`src/hdl/fcc_pkg.sv`:
```
// constants, field positions and carrier types for the filter chain config block
// assumes a single 50 MHz sys_clk domain and a synchronous active-low reset
package fcc_pkg;

  // internal register addresses on the 10-bit control port
  localparam logic [9:0] ADDR_MODE          = 10'h300;
  localparam logic [9:0] ADDR_COMB2_DECIM   = 10'h306;
  localparam logic [9:0] ADDR_COMB5_SCALE   = 10'h307;
  localparam logic [9:0] ADDR_COMB5_DECIM   = 10'h308;
  localparam logic [9:0] ADDR_OUT_FIR_CTRL  = 10'h309;
  localparam logic [9:0] ADDR_FIR_DECIM     = 10'h30a;
  localparam logic [9:0] ADDR_FIR_COEFF_OFF = 10'h30b;
  localparam logic [9:0] ADDR_FIR_TAP_COUNT = 10'h30c;
  localparam logic [9:0] ADDR_RESERVED_CFG  = 10'h30d;

  // field positions
  localparam int MODE_SOFT_BIT    = 0;
  localparam int MODE_DIV_BIT     = 1;
  localparam int MODE_CPLX_BIT    = 2;
  localparam int MODE_SYNC_BIT    = 3;
  localparam int OUT_SCALE_HI     = 2;
  localparam int UNIQUE_B_BIT     = 3;
  localparam int COMB5_SCALE_HI   = 4;

  // values after reset
  localparam logic [7:0] MODE_RESET = 8'h01;
  localparam logic [7:0] CFG_RESET  = 8'h00;

  // output scaling: result = fir * 2^(4 - scale), keep 16 of 23 bits
  localparam logic [2:0] OUT_SCALE_UNITY = 3'h4;
  localparam int         FIR_W           = 23;
  localparam int         OUT_W           = 16;
  localparam int         SCALE_W         = 32;
  localparam int         DROP_BITS       = FIR_W - OUT_W;

  // minimum pin_reset_state pulse held by the host
  localparam int CLK_PERIOD_NS      = 20;
  localparam int RESET_MIN_NS       = 30;
  localparam int RESET_MIN_CYCLES   = (RESET_MIN_NS + CLK_PERIOD_NS - 1) / CLK_PERIOD_NS;

  typedef enum logic [1:0] {
    FCC_WL_16 = 2'b00,
    FCC_WL_24 = 2'b01,
    FCC_WL_32 = 2'b10
  } fcc_wl_t;

  typedef enum logic [1:0] {
    FCC_CH_SINGLE_REAL = 2'b00,
    FCC_CH_DIVERSITY   = 2'b01,
    FCC_CH_COMPLEX     = 2'b10
  } fcc_chan_mode_t;

  typedef enum logic [2:0] {
    FCC_SEQ_IDLE   = 3'b001,
    FCC_SEQ_CHAN_A = 3'b010,
    FCC_SEQ_CHAN_B = 3'b100
  } fcc_seq_t;

  typedef struct packed {
    logic           soft_reset;
    logic           sync_master;
    fcc_chan_mode_t chan_mode;
    logic [7:0]     comb2_decim_rate_m1;
    logic [4:0]     comb5_scale_factor;
    logic [7:0]     comb5_decim_rate_m1;
    logic [2:0]     out_scale;
    logic           unique_b;
    logic [7:0]     fir_decim_rate_m1;
    logic [7:0]     fir_coeff_base;
    logic [7:0]     fir_tap_count_m1;
  } fcc_cfg_t;

  typedef struct packed {
    logic       valid;
    logic       chan_b;
    logic       last;
    logic [7:0] addr;
  } fcc_coeff_t;

endpackage

```
`src/hdl/fcc_decim_counter.sv`:
```
// one decimating stage counter: one output strobe per (rate_m1 + 1) inputs
// assumes in_valid is a one-cycle strobe in the sys_clk domain
`timescale 1ns/1ps
module fcc_decim_counter (
  input  wire logic       sys_clk,
  input  wire logic       rst_n,
  input  wire logic       clear,
  input  wire logic       in_valid,
  input  wire logic [7:0] rate_m1,
  output logic            out_strobe
);

  logic [7:0] count;
  logic [7:0] next_count;
  logic       at_end;

  // compare with >= so a rate lowered mid-count still reloads
  assign at_end     = (count >= rate_m1);
  assign out_strobe = in_valid & at_end & ~clear;

  always_comb begin
    next_count = count;
    if (clear) begin
      next_count = 8'h00;
    end else if (in_valid) begin
      next_count = at_end ? 8'h00 : count + 8'h01;
    end
  end

  always_ff @(posedge sys_clk) begin
    if (!rst_n) begin
      count <= 8'h00;
    end else begin
      count <= next_count;
    end
  end

endmodule

```
`src/hdl/fcc_filter_chain_cfg.sv`:
```
// filter chain configuration registers, soft-reset control, decimation strobes,
// FIR coefficient address sequencing and 16-bit output scaling
// assumes a host on the internal 10-bit register port and a FIR datapath outside
`timescale 1ns/1ps
module fcc_filter_chain_cfg (
  input  wire logic               sys_clk,
  input  wire logic               rst_n,
  input  wire logic               reg_wr,
  input  wire logic               reg_rd,
  input  wire logic [9:0]         reg_addr,
  input  wire logic [7:0]         reg_wdata,
  output logic      [7:0]         reg_rdata,
  input  wire logic               sample_valid,
  output logic                    sample_accept,
  output logic                    comb2_strobe,
  output logic                    comb5_strobe,
  output logic                    fir_strobe,
  output logic                    accum_clear,
  output fcc_pkg::fcc_cfg_t       cfg,
  output fcc_pkg::fcc_coeff_t     coeff,
  input  wire logic [22:0]        fir_result_23b,
  input  wire logic               fir_result_valid,
  input  wire fcc_pkg::fcc_wl_t   serial_word_length,
  output logic      [15:0]        output_word_16b,
  output logic                    output_valid,
  output logic                    output_port_en,
  output logic                    sync_oe
);

  // register group
  logic [7:0] mode_reg;
  logic [7:0] comb2_decim;
  logic [4:0] comb5_scale;
  logic [7:0] comb5_decim;
  logic [3:0] out_fir_ctrl;
  logic [7:0] fir_decim;
  logic [7:0] fir_coeff_off;
  logic [7:0] fir_tap_count;
  logic [7:0] reserved_cfg;
  logic [7:0] next_mode_reg;
  logic [7:0] next_comb2_decim;
  logic [4:0] next_comb5_scale;
  logic [7:0] next_comb5_decim;
  logic [3:0] next_out_fir_ctrl;
  logic [7:0] next_fir_decim;
  logic [7:0] next_fir_coeff_off;
  logic [7:0] next_fir_tap_count;
  logic [7:0] next_reserved_cfg;
  logic [7:0] next_reg_rdata;

  always_comb begin
    next_mode_reg      = mode_reg;
    next_comb2_decim   = comb2_decim;
    next_comb5_scale   = comb5_scale;
    next_comb5_decim   = comb5_decim;
    next_out_fir_ctrl  = out_fir_ctrl;
    next_fir_decim     = fir_decim;
    next_fir_coeff_off = fir_coeff_off;
    next_fir_tap_count = fir_tap_count;
    next_reserved_cfg  = reserved_cfg;
    if (reg_wr) begin
      case (reg_addr)
        fcc_pkg::ADDR_MODE:          next_mode_reg      = {4'h0, reg_wdata[3:0]};
        fcc_pkg::ADDR_COMB2_DECIM:   next_comb2_decim   = reg_wdata;
        fcc_pkg::ADDR_COMB5_SCALE:   next_comb5_scale   = reg_wdata[4:0];
        fcc_pkg::ADDR_COMB5_DECIM:   next_comb5_decim   = reg_wdata;
        fcc_pkg::ADDR_OUT_FIR_CTRL:  next_out_fir_ctrl  = reg_wdata[3:0];
        fcc_pkg::ADDR_FIR_DECIM:     next_fir_decim     = reg_wdata;
        fcc_pkg::ADDR_FIR_COEFF_OFF: next_fir_coeff_off = reg_wdata;
        fcc_pkg::ADDR_FIR_TAP_COUNT: next_fir_tap_count = reg_wdata;
        fcc_pkg::ADDR_RESERVED_CFG:  next_reserved_cfg  = reg_wdata;
        default:                     next_mode_reg      = mode_reg;
      endcase
    end
    // read data registered; unmapped addresses read zero
    next_reg_rdata = reg_rdata;
    if (reg_rd) begin
      case (reg_addr)
        fcc_pkg::ADDR_MODE:          next_reg_rdata = mode_reg;
        fcc_pkg::ADDR_COMB2_DECIM:   next_reg_rdata = comb2_decim;
        fcc_pkg::ADDR_COMB5_SCALE:   next_reg_rdata = {3'h0, comb5_scale};
        fcc_pkg::ADDR_COMB5_DECIM:   next_reg_rdata = comb5_decim;
        fcc_pkg::ADDR_OUT_FIR_CTRL:  next_reg_rdata = {4'h0, out_fir_ctrl};
        fcc_pkg::ADDR_FIR_DECIM:     next_reg_rdata = fir_decim;
        fcc_pkg::ADDR_FIR_COEFF_OFF: next_reg_rdata = fir_coeff_off;
        fcc_pkg::ADDR_FIR_TAP_COUNT: next_reg_rdata = fir_tap_count;
        fcc_pkg::ADDR_RESERVED_CFG:  next_reg_rdata = reserved_cfg;
        default:                     next_reg_rdata = 8'h00;
      endcase
    end
  end

  always_ff @(posedge sys_clk) begin
    if (!rst_n) begin
      mode_reg      <= fcc_pkg::MODE_RESET;
      comb2_decim   <= fcc_pkg::CFG_RESET;
      comb5_scale   <= 5'h00;
      comb5_decim   <= fcc_pkg::CFG_RESET;
      out_fir_ctrl  <= 4'h0;
      fir_decim     <= fcc_pkg::CFG_RESET;
      fir_coeff_off <= fcc_pkg::CFG_RESET;
      fir_tap_count <= fcc_pkg::CFG_RESET;
      reserved_cfg  <= fcc_pkg::CFG_RESET;
      reg_rdata     <= 8'h00;
    end else begin
      mode_reg      <= next_mode_reg;
      comb2_decim   <= next_comb2_decim;
      comb5_scale   <= next_comb5_scale;
      comb5_decim   <= next_comb5_decim;
      out_fir_ctrl  <= next_out_fir_ctrl;
      fir_decim     <= next_fir_decim;
      fir_coeff_off <= next_fir_coeff_off;
      fir_tap_count <= next_fir_tap_count;
      reserved_cfg  <= next_reserved_cfg;
      reg_rdata     <= next_reg_rdata;
    end
  end

  // decoded configuration
  logic soft_reset;
  logic running;

  assign soft_reset = mode_reg[fcc_pkg::MODE_SOFT_BIT];
  assign running    = ~soft_reset;

  always_comb begin
    cfg                     = '0;
    cfg.soft_reset          = soft_reset;
    cfg.sync_master         = running & mode_reg[fcc_pkg::MODE_SYNC_BIT];
    // complex wins over diversity if both bits are set
    if (mode_reg[fcc_pkg::MODE_CPLX_BIT]) begin
      cfg.chan_mode = fcc_pkg::FCC_CH_COMPLEX;
    end else if (mode_reg[fcc_pkg::MODE_DIV_BIT]) begin
      cfg.chan_mode = fcc_pkg::FCC_CH_DIVERSITY;
    end else begin
      cfg.chan_mode = fcc_pkg::FCC_CH_SINGLE_REAL;
    end
    cfg.comb2_decim_rate_m1 = comb2_decim;
    cfg.comb5_scale_factor  = comb5_scale;
    cfg.comb5_decim_rate_m1 = comb5_decim;
    cfg.out_scale           = out_fir_ctrl[fcc_pkg::OUT_SCALE_HI:0];
    cfg.unique_b            = out_fir_ctrl[fcc_pkg::UNIQUE_B_BIT];
    cfg.fir_decim_rate_m1   = fir_decim;
    cfg.fir_coeff_base      = fir_coeff_off;
    cfg.fir_tap_count_m1    = fir_tap_count;
  end

  // soft reset gates input, processing, output ports and sync drive
  assign sample_accept  = running;
  assign output_port_en = running;
  assign sync_oe        = cfg.sync_master;

  // pin_reset_state clear pulse; FIR data memory is deliberately not touched
  logic next_accum_clear;

  always_comb begin
    next_accum_clear = 1'b0;
  end

  always_ff @(posedge sys_clk) begin
    if (!rst_n) begin
      accum_clear <= 1'b1;
    end else begin
      accum_clear <= next_accum_clear;
    end
  end

  // decimation chain, cleared while held in soft reset
  logic stage_clear;

  assign stage_clear = soft_reset | accum_clear;

  fcc_decim_counter u_comb2_decim (
    .sys_clk    (sys_clk),
    .rst_n      (rst_n),
    .clear      (stage_clear),
    .in_valid   (sample_valid & running),
    .rate_m1    (comb2_decim),
    .out_strobe (comb2_strobe)
  );

  fcc_decim_counter u_comb5_decim (
    .sys_clk    (sys_clk),
    .rst_n      (rst_n),
    .clear      (stage_clear),
    .in_valid   (comb2_strobe),
    .rate_m1    (comb5_decim),
    .out_strobe (comb5_strobe)
  );

  fcc_decim_counter u_fir_decim (
    .sys_clk    (sys_clk),
    .rst_n      (rst_n),
    .clear      (stage_clear),
    .in_valid   (comb5_strobe),
    .rate_m1    (fir_decim),
    .out_strobe (fir_strobe)
  );

  // coefficient sequencer: one pass per channel over taps 0..tap count, addressed from base, stride 2 when unique_b is set
  fcc_pkg::fcc_seq_t seq_state;
  fcc_pkg::fcc_seq_t next_seq_state;
  logic [7:0]        tap_idx;
  logic [7:0]        next_tap_idx;
  logic              tap_last;
  logic              second_pass;

  assign tap_last    = (tap_idx == fir_tap_count);
  assign second_pass = (cfg.chan_mode != fcc_pkg::FCC_CH_SINGLE_REAL);

  always_comb begin
    next_seq_state = seq_state;
    next_tap_idx   = tap_idx;
    case (seq_state)
      fcc_pkg::FCC_SEQ_IDLE: begin
        next_tap_idx = 8'h00;
        if (fir_strobe) begin
          next_seq_state = fcc_pkg::FCC_SEQ_CHAN_A;
        end
      end
      fcc_pkg::FCC_SEQ_CHAN_A: begin
        next_tap_idx = tap_idx + 8'h01;
        if (tap_last) begin
          next_tap_idx   = 8'h00;
          next_seq_state = second_pass ? fcc_pkg::FCC_SEQ_CHAN_B : fcc_pkg::FCC_SEQ_IDLE;
        end
      end
      fcc_pkg::FCC_SEQ_CHAN_B: begin
        next_tap_idx = tap_idx + 8'h01;
        if (tap_last) begin
          next_tap_idx   = 8'h00;
          next_seq_state = fcc_pkg::FCC_SEQ_IDLE;
        end
      end
      default: begin
        next_tap_idx   = 8'h00;
        next_seq_state = fcc_pkg::FCC_SEQ_IDLE;
      end
    endcase
    if (soft_reset) begin
      next_tap_idx   = 8'h00;
      next_seq_state = fcc_pkg::FCC_SEQ_IDLE;
    end
  end

  always_ff @(posedge sys_clk) begin
    if (!rst_n) begin
      seq_state <= fcc_pkg::FCC_SEQ_IDLE;
      tap_idx   <= 8'h00;
    end else begin
      seq_state <= next_seq_state;
      tap_idx   <= next_tap_idx;
    end
  end

  // coefficient address: wraps at 256, no symmetry folding
  logic       chan_b;
  logic [7:0] coeff_addr;

  assign chan_b = (seq_state == fcc_pkg::FCC_SEQ_CHAN_B);

  always_comb begin
    if (cfg.unique_b) begin
      coeff_addr = fir_coeff_off + {tap_idx[6:0], chan_b};
    end else begin
      coeff_addr = fir_coeff_off + tap_idx;
    end
  end

  always_comb begin
    coeff        = '0;
    coeff.valid  = (seq_state != fcc_pkg::FCC_SEQ_IDLE);
    coeff.chan_b = chan_b;
    coeff.last   = tap_last & (seq_state != fcc_pkg::FCC_SEQ_IDLE);
    coeff.addr   = coeff_addr;
  end

  // output scaling and rounding to 16 bits with saturation
  logic [2:0]          eff_scale;
  logic signed [31:0]  fir_ext;
  logic signed [31:0]  fir_scaled;
  logic signed [31:0]  fir_round;
  logic [15:0]         scaled_word;

  always_comb begin
    // wide serial words bypass the scale field and use unity
    if (serial_word_length == fcc_pkg::FCC_WL_16) begin
      eff_scale = cfg.out_scale;
    end else begin
      eff_scale = fcc_pkg::OUT_SCALE_UNITY;
    end
    fir_ext    = {{(fcc_pkg::SCALE_W - fcc_pkg::FIR_W){fir_result_23b[22]}}, fir_result_23b};
    fir_scaled = (fir_ext <<< 4) >>> eff_scale;
    fir_round  = (fir_scaled + 32'sh0000_0040) >>> fcc_pkg::DROP_BITS;
    if (fir_round > 32'sh0000_7fff) begin
      scaled_word = 16'h7fff;
    end else if (fir_round < -32'sh0000_8000) begin
      scaled_word = 16'h8000;
    end else begin
      scaled_word = fir_round[15:0];
    end
  end

  // first word after leaving soft reset is forced to zero
  logic        first_out;
  logic        next_first_out;
  logic [15:0] next_output_word;
  logic        next_output_valid;

  always_comb begin
    next_first_out    = first_out;
    next_output_word  = output_word_16b;
    next_output_valid = 1'b0;
    if (soft_reset) begin
      next_first_out   = 1'b1;
      next_output_word = 16'h0000;
    end else if (fir_result_valid) begin
      next_output_valid = 1'b1;
      next_first_out    = 1'b0;
      next_output_word  = first_out ? 16'h0000 : scaled_word;
    end
  end

  always_ff @(posedge sys_clk) begin
    if (!rst_n) begin
      first_out       <= 1'b1;
      output_word_16b <= 16'h0000;
      output_valid    <= 1'b0;
    end else begin
      first_out       <= next_first_out;
      output_word_16b <= next_output_word;
      output_valid    <= next_output_valid;
    end
  end

endmodule

```
`config.mk`:
```
export PLATFORM = sky130hd
export DESIGN_NAME = fcc_filter_chain_cfg
export DESIGN_NICKNAME = d
export VERILOG_FILES = /design/src/hdl/fcc_pkg.sv /design/src/hdl/fcc_decim_counter.sv /design/src/hdl/fcc_filter_chain_cfg.sv
export SDC_FILE = /design/constraint.sdc
export NUM_CORES = 1
export LEC_CHECK = 0
export BUFFER_PORTS_ARGS = -buffer_cell sky130_fd_sc_hd__clkbuf_2
export CORE_MARGIN = 8
export CORE_UTILIZATION = 45
export CTS_CLUSTER_DIAMETER = 200
export CTS_CLUSTER_SIZE = 12
export DETAILED_ROUTE_END_ITERATION = 8
export PLACE_DENSITY_LB_ADDON = 0.15
export SYNTH_ARGS = -nofsm -noshare
export SYNTH_HDL_FRONTEND = slang
export SYNTH_HIERARCHICAL = 1
export SYNTH_SLANG_ARGS = --single-unit
```
`constraint.sdc`:
```
create_clock -name sys_clk -period 7.4 [get_ports sys_clk]
set_clock_uncertainty 0.05 [all_clocks]
set_input_delay 0 -clock sys_clk [delete_from_list [all_inputs] [get_ports sys_clk]]
set_output_delay 0 -clock sys_clk [all_outputs]
set_load 0.05 [all_outputs]
```
* After elaboration in Yosys (flattened, before gate mapping)
Cells that the tools add are included.
** Storage, ports and cells
- Register bits :: 123
- Bits of input ports :: 49
- Output and inout port bits :: 96
** Operators by class
- Add/subtract/negate cells :: 7
- Magnitude comparators :: 5
- Eq/ne operators :: 17
- Shift operators :: 1
- Multiplexer cells :: 18
- Bitwise gates (word level) :: 14
- Reductions and logical operators :: 16
** Operators by type and width (number)
- $eq 10x10->1 const B :: 9
- $pmux 8 s9 :: 1
- $mux 16 :: 3
- $add 32x8->32 const B :: 1
- $add 8x1->8 const B :: 4
- $mux 8 :: 4
- $sshr 27x3->32 :: 1
- $gt 25x16->1 const B :: 1
- $lt 25x16->1 const B :: 1
- $ge 8x8->1 :: 3
- $reduce_and 2->1 :: 9
- $add 8x8->8 :: 2
- $mux 3 :: 5
- $and 1x1->1 :: 9
- $pmux 3 s3 :: 1
- $eq 8x8->1 :: 1
- $ne 2x2->1 const B :: 3
- $reduce_or 2->1 :: 3
- $not 1->1 :: 4
- $reduce_or 4->1 :: 1
- $eq 3x1->1 const B :: 1
- $eq 3x2->1 const B :: 1
- $eq 3x3->1 const B :: 1
- $mux 1 :: 3
- other kinds (6) :: 6

* Logic depth before layout (Yosys ltp)
- Depth in word-level cells :: 10
- Gate-level depth with buffers :: 20
- Mapped depth without buffers :: 15

* Hierarchy
The synthesis kept the hierarchy.
** By module, submodules not included
- fcc_filter_chain_cfg :: instances 1, cells an instance 804, area an instance 6437.4 um^2, sequential area each 1981.9 um^2
- fcc_decim_counter :: instances 3, cells an instance 67, area an instance 593.1 um^2, sequential area each 160.2 um^2

* Worst setup path before layout
Ideal clock, no wire load.
- Kind :: register to register
- Start :: register comb2_decim[7]
- End :: register seq_state[2]
- Setup time :: 0.078 ns
- Arrival time :: 5.897 ns
- Data required time :: 7.272 ns
- Slack :: 1.375 ns
- Stages on the path, launching flop included :: 21
- Clock period less this slack :: 6.025 ns
- Cells stage by stage :: dfxtp_1 > inv_1 > ha_1 > and3_4 > o2111a_1 > a22o_1 > buf_6 > nor2b_1 > buf_2 > o2111a_1 > a22o_1 > buf_6 > nor2b_1 > buf_2 > o2111a_1 > a22o_1 > buf_6 > nor2b_1 > nand2b_1 > a21oi_1 > nor3_1
** Between the ends
- Word-level cells in the longest chain between the ends :: 9
** RTL lines
- from (decl) :: RTL line fcc_filter_chain_cfg.sv:32 : logic [7:0] comb2_decim;
- from (signal assigned) :: RTL line fcc_filter_chain_cfg.sv:96 : comb2_decim <= fcc_pkg::CFG_RESET;
- from (signal assigned) :: RTL line fcc_filter_chain_cfg.sv:107 : comb2_decim <= next_comb2_decim;
- $ge 8x8->1 :: RTL line fcc_decim_counter.sv:18 : assign at_end = (count >= rate_m1);
- $and 1x1->1 (2 in a row) :: RTL line fcc_decim_counter.sv:19 : assign out_strobe = in_valid & at_end & ~clear;
- via comb2_strobe :: RTL line fcc_filter_chain_cfg.sv:15 : output logic comb2_strobe,
- $and 1x1->1 (2 in a row) :: RTL line fcc_decim_counter.sv:19
- via comb5_strobe :: RTL line fcc_filter_chain_cfg.sv:16 : output logic comb5_strobe,
- $and 1x1->1 (2 in a row) :: RTL line fcc_decim_counter.sv:19
- via fir_strobe :: RTL line fcc_filter_chain_cfg.sv:17 : output logic fir_strobe,
- $ne 2x2->1 (no line)
- $reduce_and 3->1 (no line)
- to (signal assigned) :: RTL line fcc_filter_chain_cfg.sv:248 : seq_state <= fcc_pkg::FCC_SEQ_IDLE;
- to (signal assigned) :: RTL line fcc_filter_chain_cfg.sv:251 : seq_state <= next_seq_state;
- to (decl) :: RTL line fcc_filter_chain_cfg.sv:201 : fcc_pkg::fcc_seq_t seq_state;
The timed path passes the listed nets, and every way through them passes these cells.
A chain may end at the register's enable or synchronous reset.

* Final worst setup path
- Start :: register mode_reg[0]
- End :: output fir_strobe
** Between the ends
- Word-level cells in the longest chain between the ends :: 8
- Elaborated cells on any way between the ends :: 10
** RTL lines
- from (decl) :: RTL line fcc_filter_chain_cfg.sv:31 : logic [7:0] mode_reg;
- from (signal assigned) :: RTL line fcc_filter_chain_cfg.sv:95 : mode_reg <= fcc_pkg::MODE_RESET;
- from (signal assigned) :: RTL line fcc_filter_chain_cfg.sv:106 : mode_reg <= next_mode_reg;
- $not 1->1 :: RTL line fcc_filter_chain_cfg.sv:124 : assign running = ~soft_reset;
- $and 1x1->1 :: RTL line fcc_filter_chain_cfg.sv:177 : .in_valid (sample_valid & running),
- $and 1x1->1 (5 in a row) :: RTL line fcc_decim_counter.sv:19
- $and 1x1->1 (*) :: RTL line fcc_decim_counter.sv:19
- to (decl) :: RTL line fcc_filter_chain_cfg.sv:17
Every way passes the cells marked *; elsewhere a longest branch is shown, timed or not.

==> impl_metrics.toml <==
[global_routing]
grt-ovfl-total = 0
antenna_found_initial = 0
grt_max_degree = 69
grt_pass1_vias = 7497
grt_pass1_wl_mm = 40.92
track_usage = 0.2255

[clock_tree]
cts-htree-levels = 4
clk_latency_ns = 0.42
cts_setup_buffers = 0
cts_buffers = 17
cts.sinks = 123
path_clk_slew_ns = 0.06
cts_tree = "built"
cts.path.max_buffers = 2
clockRootBuffer = "clkbuf_16"

[drt]
wl_met1_mm = 11.42
wl_mm = 25.60
vias = 7859
avgRoutedWirePerCell_um = 18.84
top_layer = "met4"
wl_met3_mm = 1.827
first_pass_iters = 6
routed_via_density = 5.783
ant_nets = 0
post-route-drc-count = 0
drt-initial-drc-count = 559
wl_met2_mm = 11.66

[yosys]
synth-edff-count = 0
yosysSeqAreaShare = 0.2997
synth-async-reset-ratio = 0
netlist-cell-type-count = 93
synthTopCellsByArea = "dfxtp_1 (30%), nand2_1 (5.6%), ha_1 (5.5%), xnor2_1 (5.0%), a21oi_1 (4.6%)"
syn-num-nets = 1091
synth_warnings = 6
syn_inst = 1005
yosysTopAreaCell = "dfxtp_1"
yosys-top-cells-count = "dfxtp_1 (123), nand2_1 (123), nor2_1 (82), a21oi_1 (75), nand3_1 (63)"
synth_top_area_frac = 0.2997
syn_area_um2 = 8217
ys.flop_type = "dfxtp_1"
ys_seq_elements = 123
avgSynthCellArea_um2 = 8.176

[sta]
timing.hold.ws_ns = 0.05577
tns_ns = 0
tightest_slew_ns = 1.094
slew_viol_final = 0
setup_viol = 0
max_freq_mhz = 190.8
rsz0062_at_grt = "false"
period_share = 0.7083
fin_crit_ns = 5.242
hold_viol = 0
slew-limit-headroom = 0.2709

[final_layout]
num_antenna_cells = 0
post-route-util = 0.5317
final-instance-count-excl-fill = 1359
final_nets = 1203
largest_reg_flops = 16
area_growth_pct = 16.25
largest_register = "output_word_16b"
fillers = 1737
drive_gt1_frac = 0.2106

[critical_path]
r2r-start = "mode_reg[0]"
critPathRequiredTime_ns = 7.35
cp-end-kind = "output pin"
start_kind = "flip-flop"
critPathArrivalTime_ns = 5.19
startpoint = "mode_reg[0]"
crit_type = "flip-flop to output pin"
crit_path_max_fanout = 9

[power_and_ir_drop]
irDropWorstVdd_v = 0.0001829
p_per_area_nw_per_um2 = 172.2
p_leak_nw = 3.731

[min_path]
hp-start = "reg_rd"
hold_class = "input pin to flip-flop"

[floorplanning]
num_rows = 49
dieArea_um2 = 22840
die_y_um = 151.1
core-area_um2 = 17960
initial_core_util = 0.4574
ios = 145
die_width_um = 151.1

[placement]
buffer_ports.inserted = 142
dp_cells = 1314
dp_hpwl_mm = 18.91
gp_congestion = 0.8867

[job]
maxCapViolations = 0

[run_status]
status = "finished clean"
layout by cell type, fill, tap and decap left out, drive strengths merged, types with 9 or more instances in the layout:
cell and instances:
nand3 64, nor3 16, buf 9, dfxtp 123, nor3b 21, o21ai 33
nor2 83, mux2i 32, a221o 20, ha 36, nand2 124, inv 46
a22oi 10, mux2 9, nand4 17, nor4b 12, xnor2 47, nor2b 14
and3 9, o22ai 10, a21oi 78, clkbuf 164, nand2b 11, dlygate4sd3 13
xor2 12
per-stage QoR:
stage          setup WS, ns  instance area, µm²  total power [mW]
2_1_floorplan         1.375                8217            0.7620
3_3_place_gp          2.536                8826            0.8051
3_5_place_dp          2.494                8826            0.8049
4_1_cts               2.120                9552             1.651
5_1_grt               1.687                9552             1.697
6_report              2.158                9552             1.645
where the power goes:
group	internal (mW)	switching (mW)	total, mW	leakage, nW
logic	0.0470	0.0879	0.135	2.46
clock network	0.539	0.307	0.847	0.285
registers	0.663	0.000427	0.663	0.991
worst paths after layout:
kind / end / slack, ns / depth (start not counted)
setup / recovery: fir_strobe / 2.16 / 11
setup reg to reg: seq_state[2] / 2.45 / 13
hold / removal: reg_rdata[5] / 0.06 / 4
hold reg to reg: output_word_16b[15] / 0.42 / 2
what timing repair did:
item,CTS,global route
hold endpoints to repair,58,0
resized for setup,0,0
hold buffers,13,0
worst max-delay path: stages (launching register included):
cell and delay [ns]:
dfxtp_1 0.43, nor2b_1 0.51, o2111a_1 0.27, a22o_1 0.40, nor2b_1 0.53, o2111a_1 0.27, a22o_1 0.45, nor2b_1 0.59
o2111a_1 0.29, a22o_1 0.40, nor2b_1 0.29, clkbuf_2 0.34
final cells by class:
type	count	area, µm²	share of cell area
multi-input cells	766	5129	0.5369
flip-flops and latches	123	2464	0.2579
repair buffers	164	908.4	0.09510
clock buffers	22	454.2	0.04755
well taps	229	286.5	0.03000
inverters	45	168.9	0.01768
clock inverters	10	141.4	0.01480
cells by family (layout without fill, tap and decap cells):
logic type | after synthesis | in the layout | synth area share
buffers and inverters | 116 | 241 | 0.07857
AND/OR/NAND/NOR | 400 | 400 | 0.2538
flip-flops | 123 | 123 | 0.2997
AO/OA/AOI/OAI | 229 | 229 | 0.1964
XOR/XNOR | 59 | 59 | 0.06289
adder cells (fa/ha/maj) | 37 | 37 | 0.05726
multiplexers | 41 | 41 | 0.05132
metal layers:
| layer | vias to the layer above | GRT usage |
|---|---|---|
| li1 | 3842 | - |
| met1 | 3682 | 0.2988 |
| met2 | 289 | 0.3522 |
| met3 | 46 | 0.04990 |
| met4 | 0 | 0.08263 |
| met5 | - | 0 |
Note: power is estimated with default switching activity, not from simulation.
